<file path="config.mk">
export PLATFORM = sky130hd
export DESIGN_NAME = opc_optical_port
export DESIGN_NICKNAME = d
export VERILOG_FILES = /design/src/hdl/opc_pkg.sv /design/src/hdl/opc_optical_port.sv
export SDC_FILE = /design/constraint.sdc
export NUM_CORES = 1
export LEC_CHECK = 0
export BUFFER_PORTS_ARGS = -buffer_cell sky130_fd_sc_hd__buf_2
export CAP_MARGIN = 25
export CORE_ASPECT_RATIO = 1.1
export CORE_MARGIN = 2
export CORE_UTILIZATION = 46
export DETAILED_ROUTE_END_ITERATION = 16
export GPL_ROUTABILITY_DRIVEN = 0
export HOLD_SLACK_MARGIN = 0.15
export PLACE_DENSITY = 0.91
export SKIP_CTS_REPAIR_TIMING = 1
export SLEW_MARGIN = 10
export SYNTH_ARGS = -nofsm -noshare
export SYNTH_HDL_FRONTEND = slang
export SYNTH_SLANG_ARGS = --single-unit
</file>
<file path="constraint.sdc">
create_clock -name clk -period 2.55 [get_ports clk]
set_clock_uncertainty 0.15 [all_clocks]
set_input_delay 0.255 -clock clk [delete_from_list [all_inputs] [get_ports clk]]
set_output_delay 0.255 -clock clk [all_outputs]
set_load 0.1 [all_outputs]
</file>
<file path="src/hdl/opc_pkg.sv">
// Package of constants and types for the optical port configuration block
package opc_pkg;

  // ************************************************************
  // Register map (printed offsets are word indices)
  // ************************************************************
  localparam int          ADDR_W       = 16;
  localparam logic [15:0] TX_CTRL_IDX  = 16'h2456;
  localparam logic [15:0] RX_CTRL_IDX  = 16'h2457;
  localparam logic [15:0] TX_CTRL_ADDR = 16'((32'(TX_CTRL_IDX)) * 4);
  localparam logic [15:0] RX_CTRL_ADDR = 16'((32'(RX_CTRL_IDX)) * 4);
  localparam logic [7:0]  CTRL_RESET   = 8'h00;

  // ************************************************************
  // Bus encodings
  // ************************************************************
  localparam logic [1:0]  HTRANS_NONSEQ = 2'h2;
  localparam logic [1:0]  HTRANS_SEQ    = 2'h3;
  localparam logic [2:0]  HSIZE_WORD    = 3'h2;
  localparam logic [1:0]  ADDR_LSB_ZERO = 2'h0;
  localparam logic [31:0] RDATA_ZERO    = 32'h0000_0000;

  // ************************************************************
  // Transmit pin roles
  // ************************************************************
  typedef enum logic [1:0] {
    OPC_TX_IO       = 2'b00,
    OPC_TX_SERIAL   = 2'b01,
    OPC_TX_REAL     = 2'b10,
    OPC_TX_REACTIVE = 2'b11
  } opc_tx_sel_t;

  // Transmit control fields, bits 7:0 of the word
  typedef struct packed {
    logic [3:0]  rsvd;
    opc_tx_sel_t transmit_pin_select;
    logic        carrier_modulation_enable;
    logic        transmit_invert;
  } opc_tx_ctrl_t;

  // Receive control fields, bits 7:0 of the word
  typedef struct packed {
    logic [1:0] rsvd_hi;
    logic [1:0] carrier_duty_select;
    logic       rsvd_lo;
    logic       receive_path_disable;
    logic       receive_invert;
    logic       bit_bang_select;
  } opc_rx_ctrl_t;

  // Registered address phase of a bus transfer
  typedef struct packed {
    logic              wr;
    logic              tx_hit;
    logic              rx_hit;
  } opc_aphase_t;

endpackage

</file>
<file path="src/hdl/opc_optical_port.sv">
// Optical port pin roles, inversion, carrier modulation and AHB-Lite registers
`timescale 1ns/10ps

// Functional notes
// RQ1 - With bit-bang select set the synchronised receive input is routed to the bit-bang I/O line.
// RQ2 - The duty field sets the carrier low fraction to 50, 25, 12.5 or 6.25 percent for codes 00 to 11.
// RQ3 - The receive pin is a segment when its map bit is set, else serial input or I/O per the disable bit.
// RQ4 - With receive invert set the comparator output is inverted on its way to the serial receiver.
// RQ5 - Receive inversion never affects the value seen when the receive pin is used as I/O input.
// RQ6 - The transmit select picks I/O, serial, real pulse or reactive pulse, and the map bit forces segment.
// RQ7 - With transmit invert set the optical transmit signal is inverted.
// RQ8 - Inversion is applied first and modulation acts on the inverted signal.
// RQ9 - With modulation on, every zero interval of the transmit signal is replaced by the carrier.
// RQ10 - The carrier comes from the system clock through a fixed divider set by a parameter.
module opc_optical_port #(
  parameter int CARRIER_DIV = 16              // Clock cycles per carrier period
) (
  input  wire logic                       clk,                        // System clock, 25 MHz
  input  wire logic                       rst,                        // Asynchronous reset, active high
  input  wire logic                       ce,                         // Clock enable, freezes all state
  input  wire logic                       hsel,                       // Slave select
  input  wire logic [opc_pkg::ADDR_W-1:0] haddr,                      // Byte address
  input  wire logic [1:0]                 htrans,                     // Transfer type
  input  wire logic                       hwrite,                     // Write when high
  input  wire logic [2:0]                 hsize,                      // Transfer size
  input  wire logic [31:0]                hwdata,                     // Write data
  input  wire logic                       hready,                     // Bus ready in
  output logic                            hreadyout,                  // Slave ready out
  output logic                            hresp,                      // Response, always OKAY
  output logic [31:0]                     hrdata,                     // Read data
  input  wire logic                       optical_receive_pin,        // Receive comparator output
  input  wire logic                       receive_seg_map,            // Segment map bit of receive pin
  input  wire logic                       transmit_seg_map,           // Segment map bit of transmit pin
  input  wire logic                       uart_tx_data,               // Serial transmitter output
  input  wire logic                       real_energy_pulse,          // Real energy pulse
  input  wire logic                       reactive_energy_pulse,      // Reactive energy pulse
  input  wire logic                       tx_io_data,                 // I/O data for transmit pin
  input  wire logic                       tx_io_oe,                   // I/O enable for transmit pin
  output logic                            uart_rx_data,               // To serial receiver
  output logic                            receive_pin_io_data,        // To I/O input, never inverted
  output logic                            bit_bang_io_line,           // To bit-bang I/O line
  output logic                            receive_pin_as_segment,     // Receive pin is a segment
  output logic                            receive_pin_as_io,          // Receive pin is I/O
  output logic                            transmit_pin_as_segment,    // Transmit pin is a segment
  output logic                            transmit_pin_as_io,         // Transmit pin is I/O
  output logic                            optical_transmit_pin_out,   // Transmit pin level
  output logic                            optical_transmit_pin_oe     // Transmit pin drive enable
);

  localparam int                 CNT_W     = $clog2(CARRIER_DIV);
  localparam logic [CNT_W-1:0]   CNT_LAST  = CNT_W'(CARRIER_DIV - 1);
  localparam logic [CNT_W-1:0]   CNT_ZERO  = CNT_W'(0);
  localparam logic [CNT_W-1:0]   CNT_ONE   = CNT_W'(1);
  localparam logic [CNT_W:0]     DIV_FULL  = (CNT_W+1)'(CARRIER_DIV);

  // Finest duty step is one sixteenth of a period
  initial begin
    if (CARRIER_DIV < 16 || CARRIER_DIV % 16 != 0) begin
      $error("CARRIER_DIV must be a multiple of 16");
    end
    // Keeps the divider counter to a sensible width
    if (CARRIER_DIV > 4096) begin
      $error("CARRIER_DIV above divider counter reach");
    end
    // Both register byte addresses must fit the address port
    if (opc_pkg::ADDR_W < 16) begin
      $error("ADDR_W too narrow for the register map");
    end
  end

  // ************************************************************
  // Register bus
  // ************************************************************
  opc_pkg::opc_tx_ctrl_t tx_ctrl_r;
  opc_pkg::opc_rx_ctrl_t rx_ctrl_r;
  opc_pkg::opc_aphase_t  aph_r;
  opc_pkg::opc_aphase_t  aph_nxt;
  logic                  xfer_valid;
  logic [31:0]           rdata_nxt;

  // Address phase decode, whole aligned words only
  assign xfer_valid     = hsel && hready && (htrans == opc_pkg::HTRANS_NONSEQ || htrans == opc_pkg::HTRANS_SEQ);
  assign aph_nxt.wr     = xfer_valid && hwrite;
  assign aph_nxt.tx_hit = xfer_valid && hsize == opc_pkg::HSIZE_WORD && haddr == opc_pkg::TX_CTRL_ADDR;
  assign aph_nxt.rx_hit = xfer_valid && hsize == opc_pkg::HSIZE_WORD && haddr == opc_pkg::RX_CTRL_ADDR;
  assign rdata_nxt      = aph_nxt.tx_hit ? {24'h00_0000, tx_ctrl_r} :
                          aph_nxt.rx_hit ? {24'h00_0000, rx_ctrl_r} : opc_pkg::RDATA_ZERO;
  // Stall the master while the block is frozen; unmapped addresses read zero
  assign hreadyout      = ce;
  assign hresp          = 1'b0;

  // Capture address phase and read data
  always_ff @(posedge clk or posedge rst) begin
    if (rst) begin
      aph_r  <= '0;
      hrdata <= opc_pkg::RDATA_ZERO;
    end else if (ce && hready) begin
      aph_r <= aph_nxt;
      // Read data stands until the next accepted read
      if (xfer_valid && !hwrite) begin
        hrdata <= rdata_nxt;
      end
    end
  end

  // Data phase write, reserved bits kept at zero
  always_ff @(posedge clk or posedge rst) begin
    if (rst) begin
      tx_ctrl_r <= opc_pkg::CTRL_RESET;
      rx_ctrl_r <= opc_pkg::CTRL_RESET;
    end else if (ce && aph_r.wr) begin
      if (aph_r.tx_hit) begin
        tx_ctrl_r <= opc_pkg::opc_tx_ctrl_t'({4'h0, hwdata[3:0]});
      end
      if (aph_r.rx_hit) begin
        rx_ctrl_r <= opc_pkg::opc_rx_ctrl_t'({2'h0, hwdata[5:4], 1'b0, hwdata[2:0]});
      end
    end
  end

  // ************************************************************
  // Receive path
  // ************************************************************
  logic rx_meta_r;
  logic rx_sync_r;
  logic rx_is_serial;

  // Two-stage synchroniser for the comparator output
  always_ff @(posedge clk or posedge rst) begin
    if (rst) begin
      rx_meta_r <= 1'b0;
      rx_sync_r <= 1'b0;
    end else if (ce) begin
      rx_meta_r <= optical_receive_pin;
      rx_sync_r <= rx_meta_r;
    end
  end

  // Receive pin role decode
  assign receive_pin_as_segment = receive_seg_map;                                   // RQ3
  assign receive_pin_as_io      = !receive_seg_map && rx_ctrl_r.receive_path_disable; // RQ3
  assign rx_is_serial           = !receive_seg_map && !rx_ctrl_r.receive_path_disable;

  // Receive data outputs, inversion only on the serial path
  always_ff @(posedge clk or posedge rst) begin
    if (rst) begin
      uart_rx_data        <= 1'b0;
      receive_pin_io_data <= 1'b0;
      bit_bang_io_line    <= 1'b0;
    end else if (ce) begin
      uart_rx_data        <= rx_is_serial && (rx_sync_r ^ rx_ctrl_r.receive_invert); // RQ4
      receive_pin_io_data <= receive_pin_as_io && rx_sync_r;                           // RQ5
      bit_bang_io_line    <= rx_ctrl_r.bit_bang_select && rx_sync_r;                   // RQ1
    end
  end

  // ************************************************************
  // Carrier generator
  // ************************************************************
  logic [CNT_W-1:0] cnt_r;
  logic [CNT_W-1:0] cnt_nxt;
  logic [CNT_W:0]   low_cnt;
  logic             carrier_r;

  // Low portion is the period shifted right by one plus the duty code
  assign low_cnt = DIV_FULL >> ({1'b0, rx_ctrl_r.carrier_duty_select} + 3'h1); // RQ2
  assign cnt_nxt = (cnt_r == CNT_LAST) ? CNT_ZERO : cnt_r + CNT_ONE;         // RQ10

  // Divider counter and carrier level
  always_ff @(posedge clk or posedge rst) begin
    if (rst) begin
      cnt_r     <= CNT_ZERO;
      carrier_r <= 1'b0;
    end else if (ce) begin
      cnt_r     <= cnt_nxt;
      carrier_r <= ({1'b0, cnt_r} >= low_cnt); // RQ2
    end
  end

  // ************************************************************
  // Transmit path
  // ************************************************************
  logic tx_inv;
  logic tx_mod_nxt;
  logic tx_mod_r;
  logic pin_out_nxt;
  logic pin_oe_nxt;

  // Invert first, then fill zero intervals with the carrier
  assign tx_inv     = uart_tx_data ^ tx_ctrl_r.transmit_invert;                                    // RQ7
  assign tx_mod_nxt = (tx_ctrl_r.carrier_modulation_enable && !tx_inv) ? carrier_r : tx_inv;        // RQ8 RQ9

  // Transmit pin role decode
  assign transmit_pin_as_segment = transmit_seg_map;                                                // RQ6
  assign transmit_pin_as_io      = !transmit_seg_map && tx_ctrl_r.transmit_pin_select == opc_pkg::OPC_TX_IO;
  assign pin_oe_nxt              = !transmit_seg_map && (tx_ctrl_r.transmit_pin_select != opc_pkg::OPC_TX_IO || tx_io_oe);
  always_comb begin
    pin_out_nxt = 1'b0;
    unique case (tx_ctrl_r.transmit_pin_select)
      opc_pkg::OPC_TX_IO:       pin_out_nxt = tx_io_data;            // RQ6
      opc_pkg::OPC_TX_SERIAL:   pin_out_nxt = tx_mod_nxt;            // RQ6
      opc_pkg::OPC_TX_REAL:     pin_out_nxt = real_energy_pulse;     // RQ6
      opc_pkg::OPC_TX_REACTIVE: pin_out_nxt = reactive_energy_pulse; // RQ6
    endcase
    if (transmit_seg_map) begin
      pin_out_nxt = 1'b0;
    end
  end

  // Registered transmit pin drive
  always_ff @(posedge clk or posedge rst) begin
    if (rst) begin
      tx_mod_r                 <= 1'b0;
      optical_transmit_pin_out <= 1'b0;
      optical_transmit_pin_oe  <= 1'b0;
    end else if (ce) begin
      tx_mod_r                 <= tx_mod_nxt;
      optical_transmit_pin_out <= pin_out_nxt;
      optical_transmit_pin_oe  <= pin_oe_nxt;
    end
  end
endmodule

</file>
### Yosys cells after proc, flatten, opt, wreduce, memory -nomap -nowiden

Cells that the tools add are included.

| cells by class | value |
|---|---|
| equality and inequality tests | 9 |
| order comparisons | 1 |
| bitwise logic cells | 2 |
| add/sub/neg operators | 2 |
| muxes and demuxes | 6 |
| shift operators | 1 |
| reductions and logical operators | 29 |

Operators by type and width:

| cell | number |
|---|---|
| $eq 16x16->1 const B | 2 |
| $logic_and 1x1->1 | 17 |
| $mux 6 | 2 |
| $eq 2x2->1 const B | 4 |
| $reduce_and 2->1 | 3 |
| $ge 4x5->1 | 1 |
| $logic_not 1->1 | 5 |
| $shr 5x3->5 const A | 1 |
| $add 4x1->4 const B | 1 |
| $eq 4x4->1 const B | 1 |
| $mux 4 | 1 |
| $pmux 1 s4 | 1 |
| $add 2x1->3 const B | 1 |
| $eq 3x2->1 const B | 1 |
| $eq 2x1->1 const B | 1 |
| $logic_not 2->1 | 1 |
| $logic_or 1x1->1 | 2 |
| $mux 1 | 2 |
| $reduce_bool 2->1 | 1 |
| $xor 1x1->1 | 2 |

| word-level totals | value |
|---|---|
| register bits | 56 |
| logic and storage cells | 70 |
| bits of input ports | 67 |
| output and inout port bits | 43 |

### Logic depth before layout (Yosys ltp)

Gate-level depths: netlist of run 1.

| depth | value |
|---|---|
| depth in word-level cells | 7 |
| mapped depth | 5 |

### Worst setup path after synthesis of run 1

OpenSTA, ideal clock, no wires.

| timing | value |
|---|---|
| path kind | flip-flop to output port |
| start | reg tx_ctrl_r[2] (netlist name) |
| end | out transmit_pin_as_io |
| slack | -0.358 ns |
| stages on the path, launching flop included | 2 |
| data arrival time | 2.503 ns |
| path buffers | 0 |
| path through | dfrtp_1 -> nor3_1 |

| between the ends | value |
|---|---|
| cells in the longest elaborated chain, start to end | 2 |

RTL lines:

| what | RTL line | source |
|---|---|---|
| start: declaration | opc_optical_port.sv:74 | `opc_pkg::opc_tx_ctrl_t tx_ctrl_r;` |
| start signal: assignment | opc_optical_port.sv:109 | `tx_ctrl_r <= opc_pkg::CTRL_RESET;` |
| start signal: assignment | opc_optical_port.sv:113 | `tx_ctrl_r <= opc_pkg::opc_tx_ctrl_t'({4'h0, hwdata[3:0]});` |
| $logic_not 2->1 | opc_optical_port.sv:195 | `assign transmit_pin_as_io = !transmit_seg_map && tx_ctrl_r.transmit_pin_select == opc_pkg::OPC_TX_IO;` |
| $logic_and 1x1->1 | opc_optical_port.sv:195 |  |
| end: declaration | opc_optical_port.sv:45 | `output logic transmit_pin_as_io,` |

No other way between the ends.

### Worst setup path in the final report of run 1

| timing | value |
|---|---|
| start | in haddr[14] (netlist name) |
| end | reg hrdata[2] |

| between the ends | value |
|---|---|
| cells in the longest elaborated chain, start to end | 4 |

RTL lines:

| what | RTL line | source |
|---|---|---|
| start: declaration | opc_optical_port.sv:22 | `input wire logic [opc_pkg::ADDR_W-1:0] haddr,` |
| $eq 16x16->1 | opc_optical_port.sv:85 | `assign aph_nxt.rx_hit = xfer_valid && hsize == opc_pkg::HSIZE_WORD && haddr == opc_pkg::RX_CTRL_ADDR;` |
| $logic_and 1x1->1 | opc_optical_port.sv:85 |  |
| $mux 6 | opc_optical_port.sv:87 | `aph_nxt.rx_hit ? {24'h00_0000, rx_ctrl_r} : opc_pkg::RDATA_ZERO;` |
| $mux 6 * | opc_optical_port.sv:86 | `assign rdata_nxt = aph_nxt.tx_hit ? {24'h00_0000, tx_ctrl_r} :` |
| end signal: assignment | opc_optical_port.sv:96 | `hrdata <= opc_pkg::RDATA_ZERO;` |
| end signal: assignment | opc_optical_port.sv:101 | `hrdata <= rdata_nxt;` |
| end: declaration | opc_optical_port.sv:30 | `output logic [31:0] hrdata,` |

Mark *: on every way between the ends. The rest lies on a longest branch, timed or not.
A chain may end at the register's enable or synchronous reset.

==> results of run 1 <==
final cells by class:
cell class              instances  area [µm²]
clock buffers                   7        86.3
clock inverters                 1        5.00
fillers                       317        1490
inverters                       3        11.3
multi-input cells             126         887
flip-flops and latches         30         751
well taps                      50        62.6
repair buffers                 67         393
cells in the final DEF, fill, tap and decap left out, types with 6 or more instances in the layout:
cell type / n
conb_1: 27
clkbuf_8: 6
buf_2: 55
nand2_1: 13
dlygate4sd3_1: 11
o21ai_0: 12
o31ai_1: 7
mux2_2: 18
dfrtp_1: 30
power by group through the flow:
stage / registers, mW / clock network [mW] / logic (mW)
6_report: 0.567 / 0.389 / 0.434
5_1_grt: 0.576 / 0.419 / 0.465
4_1_cts: 0.568 / 0.398 / 0.424
3_5_place_dp: 0.576 / 0 / 0.424
3_3_place_gp: 0.572 / 0 / 0.411
2_1_floorplan: 0.601 / 0 / 0.354
sequential cells by signal, summed over array words and instances, names as in the netlist:
register	flops
aph_r	3
rx_ctrl_r	5
carrier_r	1
rx_sync_r	1
rx_meta_r	1
tx_ctrl_r	4
bit_bang_io_line	1
receive_pin_io_data	1
hrdata	6
optical_transmit_pin_out	1
optical_transmit_pin_oe	1
cnt_r	4
uart_rx_data	1
through the flow:
stage	utilization	instances	instance area [µm²]	hold slack, ps	setup slack [ps]
final	0.596	284	2200	129	559
after global routing	0.596	284	2200	151	472
after CTS	0.566	273	2090	-112	774
after detailed placement	0.541	265	1990	198	849
after global placement	0.541	265	1990	197	918
after floorplan	-	193	1890	196	297
routing by layer:
metal	part of all wire	up-vias	global-route usage	routed length (µm)
li1	-	677	-	-
met1	0.37	664	0.189	1320
met2	0.55	50	0.308	1950
met3	0.059	7	0.0519	210
met4	0.018	0	0.0725	64
met5	0	-	0	0
cell families after synthesis:
| logic type | Yosys count |
|---|---|
| simple gates | 46 |
| buf+inv | 37 |
| flops | 30 |
| compound gates | 26 |
| mux | 19 |
| fa+ha+maj | 5 |
| xor+xnor | 3 |
| other cells | 1 |
worst register-to-register path: stages, from the launching register on:
cell      delay [ps]
dfrtp_1          420
and2_1           170
ha_1             260
nand2b_1         140
a211oi_1         220
o31ai_1          110
worst paths after layout:
| kind | end | from | cells after the start | slack (ps) |
|---|---|---|---|---|
| min in group asynchronous | receive_pin_io_data | rst | 4 | 430 |
| worst max-delay path | hrdata[2] | haddr[14] | 6 | 560 |
| worst max register to register | carrier_r | rx_ctrl_r[4] | 5 | 970 |
| max in group asynchronous | hrdata[5] | rst | 4 | 1550 |
| worst min-delay path | optical_transmit_pin_out | transmit_seg_map | 4 | 130 |
| worst min register to register | aph_r[1] | aph_r[1] | 2 | 340 |
==> results_dict.tcl, run 1 <==
set metrics [dict create \
    status "complete, no violations" \
    die_h_um 69.4 \
    slowest_delay_ps 650 \
    period_share 0.781 \
    synth.avg_cell_area_um2 10.7 \
    end_kind "flip-flop" \
    rsz0062_at_grt "false" \
    synthArstFlopShare 1.00 \
    drive_gt1_frac 0.389 \
    ys_ff_latch 30 \
    drtPass1Iterations 4 \
    ir_drop_mv 0.292 \
    drtAntennaViolNets 0 \
    combinationalPowerShare 0.312 \
    vias 1398 \
    num-nets-final 305 \
    synth_top_area_cell "dfrtp_1" \
    setup_viol 0 \
    finalMaxSlewViolations 0 \
    clockBufferDepth 2 \
    core_area_um2 3680 \
    antenna_cells 0 \
    synthSimpleGateAreaFrac 0.170 \
    area_growth_pct 22.6 \
    grt.overflow.total 0 \
    power_frac_seq 0.408 \
    grt_pass1_wl_um 5930 \
    htreeDepth 2 \
    ys_seq_area_frac 0.419 \
    p_int_mw 0.848 \
    io_pins 110 \
    p_switching_mw 0.543 \
    crit_chain "dlygate4sd3_1 -> buf_2 -> nor3b_2 -> dlygate4sd3_1 -> nand2_1 -> o31ai_1" \
    p_sw_frac 0.391 \
    synthTopCellsByCount "buf_4, dfrtp_1, mux2_2" \
    hold_class "primary input to flip-flop" \
    synth_edf_count 0 \
    dieArea_um2 4410 \
    detail_route.wl_per_cell_um 12.5 \
    cp_max_fo 3 \
    rows 23 \
    grt_pass1_vias 1365 \
    cts_root_buf "clkbuf_8" \
    io_buffers 55 \
    ys.warnings.count 0 \
    p_per_area_nw_per_um2 633 \
    startpoint_type "primary input" \
    p_clk_frac 0.280 \
    cellLeakagePower_nw 1.11 \
    die_w_um 63.5 \
    min_period_ps 1990 \
    finalHoldViolations 0 \
    critPathMostFrequentCell "dlygate4sd3_1" \
    drcViolationCount 0 \
    synth_top_family_by_area "simple AND/OR/NAND/NOR gates" \
    synthFlopType "dfrtp_1" \
    syn_area_um2 1790 \
    netlist_instances 167 \
    critPathKind "primary input to flip-flop" \
    totalPowerFinal_mw 1.39 \
    ys_top_cells_by_area "dfrtp_1, buf_4, mux2_2, ha_1, o21ai_0" \
    cp_top_family "buffers and inverters" \
    clock_sinks 30 \
    antenna_found_initial 0 \
    timing.critical_path.buf_inv 3 \
    synth.distinct_cells 36 \
    tritoncts "done" \
    cp.required_ps 2600 \
    routed_wl_um 3540 \
    dp_hpwl_um 2700 \
    grt_max_degree 31 \
    cap_viol_max_count 0 \
    yosysTopAreaCellShare 0.419 \
    slowest_stage "dlygate4sd3_1" \
    grtUsageTotal 0.173 \
    synth_adder_area_share 0.0349 \
    tns_ps 0 \
    drt-initial-drc-count 71 \
    viasPerCell 4.92 \
    cp.arrival_ps 2040 \
    synth_compound_area_frac 0.0978 \
    synth_xor_area_frac 0.0147 \
    insertion_delay_ps 280 \
    muxShareOfSynthArea 0.119 \
    path_clk_slew_ps 60 \
    fmax_mhz 502 \
    cts_buffers 5 \
    start_util 0.486 \
]
No activity file was read; power rests on OpenSTA's default activity.
==> inputs of run 2 (changes only) <==
- CORE_UTILIZATION: 46 -> 43
- PLACE_DENSITY: 0.91 -> 0.86
- clock period: 2.55 -> 1.98 ns (I/O delays scaled with it)
==> results_dict.tcl, run 2 (same netlist as run 1, synthesis figures left out) <==
set metrics [dict create \
    reg2regPathDepth 5 \
    period_share 0.889 \
    fin_area_um2 2320 \
    regMostFlops "hrdata" \
    rsz0062_at_grt "false" \
    hold_class "primary input to flip-flop" \
    cp_max_fo 4 \
    routed_wl_um 3790 \
    totalPowerFinal_mw 1.88 \
    grt_max_degree 31 \
    insertion_delay_ps 290 \
    cp.depth 4 \
    grt_pass1_wl_um 5570 \
    dpl-instance-area_um2 2010 \
    detail_route.wl_per_cell_um 12.8 \
    antenna_found_initial 0 \
    crit_chain "dlygate4sd3_1 -> buf_2 -> nor3_2 -> buf_2" \
    timing.critical_path.buf_inv 3 \
    vias 1446 \
    dp_hpwl_um 2750 \
    drtAntennaViolNets 0 \
    post-route-util 0.580 \
    final_cell_mix "buf_2, dfrtp_1, conb_1" \
    start_util 0.448 \
    cellLeakagePower_nw 1.16 \
    worst_slack_ps 220 \
    io_pins 110 \
    fin_cells 296 \
    die_w_um 65.5 \
    clock_sinks 30 \
    critPathMostFrequentCell "buf_2" \
    cp_top_family "buffers and inverters" \
    num-nets-final 315 \
    drcViolationCount 0 \
    htreeDepth 2 \
    dpl.cell_count 268 \
    die_h_um 71.7 \
    drive_gt1_frac 0.385 \
    core_area_um2 3990 \
    reg.largest.list "hrdata (6), rx_ctrl_r (5)" \
    clockBufferDepth 2 \
    io_buffers 55 \
    holdPathStages 4 \
    startpoint_type "primary input" \
    finalHoldViolations 0 \
    viasPerCell 4.89 \
    cts_buffers 5 \
    setup_viol 0 \
    ir_drop_mv 0.404 \
    cp.required_ps 1630 \
    p_per_area_nw_per_um2 813 \
    cp.arrival_ps 1410 \
    cts_root_buf "clkbuf_8" \
    status "complete, no violations" \
    finalMaxSlewViolations 0 \
    cap_viol_max_count 0 \
    slowest_stage "dlygate4sd3_1" \
    tritoncts "done" \
    grtUsageTotal 0.157 \
    slowest_delay_ps 540 \
    grt.overflow.total 0 \
    min_period_ps 1760 \
    fmax_mhz 568 \
    antenna_cells 0 \
    largest_reg_flops 6 \
    critPathKind "primary input to output pin" \
    end_kind "output pin" \
    dp_slack_ps 364 \
    drt-initial-drc-count 76 \
    rows 24 \
    drtPass1Iterations 4 \
    path_clk_slew_ps 60 \
    area_growth_pct 29.4 \
    dieArea_um2 4700 \
    final_common_cell "buf_2" \
    grt_pass1_vias 1234 \
]
-- run 2: cell type report --
| class | instances | area [µm²] |
|---|---|---|
| inverter | 3 | 11.3 |
| clock buffer | 8 | 110 |
| multi-input combinational | 126 | 890 |
| timing repair buffer | 77 | 490 |
| tap | 52 | 65.1 |
| fill | 356 | 1680 |
| sequential | 30 | 751 |
-- run 2: final timing paths --
check | start | endpoint | slack [ps]
worst max-delay path | transmit_seg_map | transmit_pin_as_io | 220
max in group asynchronous | rst | cnt_r[1] | 1030
worst min register to register | aph_r[0] | aph_r[0] | 350
worst min-delay path | hready | aph_r[0] | 130
worst max register to register | rx_ctrl_r[4] | carrier_r | 360
min in group asynchronous | rst | receive_pin_io_data | 370
-- run 2: metrics by stage --
step	TNS (ps)	hold slack, ps
after floorplan	-11.8	139
after global placement	0	141
after detailed placement	0	143
after CTS	0	-167
after global routing	0	162
final	0	128
-- run 2: layer usage --
layer / routed length [µm] / share of wire / up-vias / global-route usage
met5: 0 / 0 / - / 0
met4: 57 / 0.015 / 0 / 0.0556
met3: 254 / 0.067 / 6 / 0.0549
met2: 2000 / 0.53 / 61 / 0.266
met1: 1470 / 0.39 / 687 / 0.182
li1: - / - / 692 / -
-- run 2: power by group --
part           internal (mW)  leakage [nW]  switching, mW
Clock                  0.350        0.0575          0.229
Sequential             0.671         0.402         0.0595
Combinational          0.154         0.704          0.422
-- run 2: worst register-to-register path, delay by kind of cell, from the launching register on --
family	cells	cell delay [ps]
flip-flops	1	420
AO/OA/AOI/OAI	2	340
AND/OR/NAND/NOR	2	330
adder cells (fa/ha/maj)	1	270
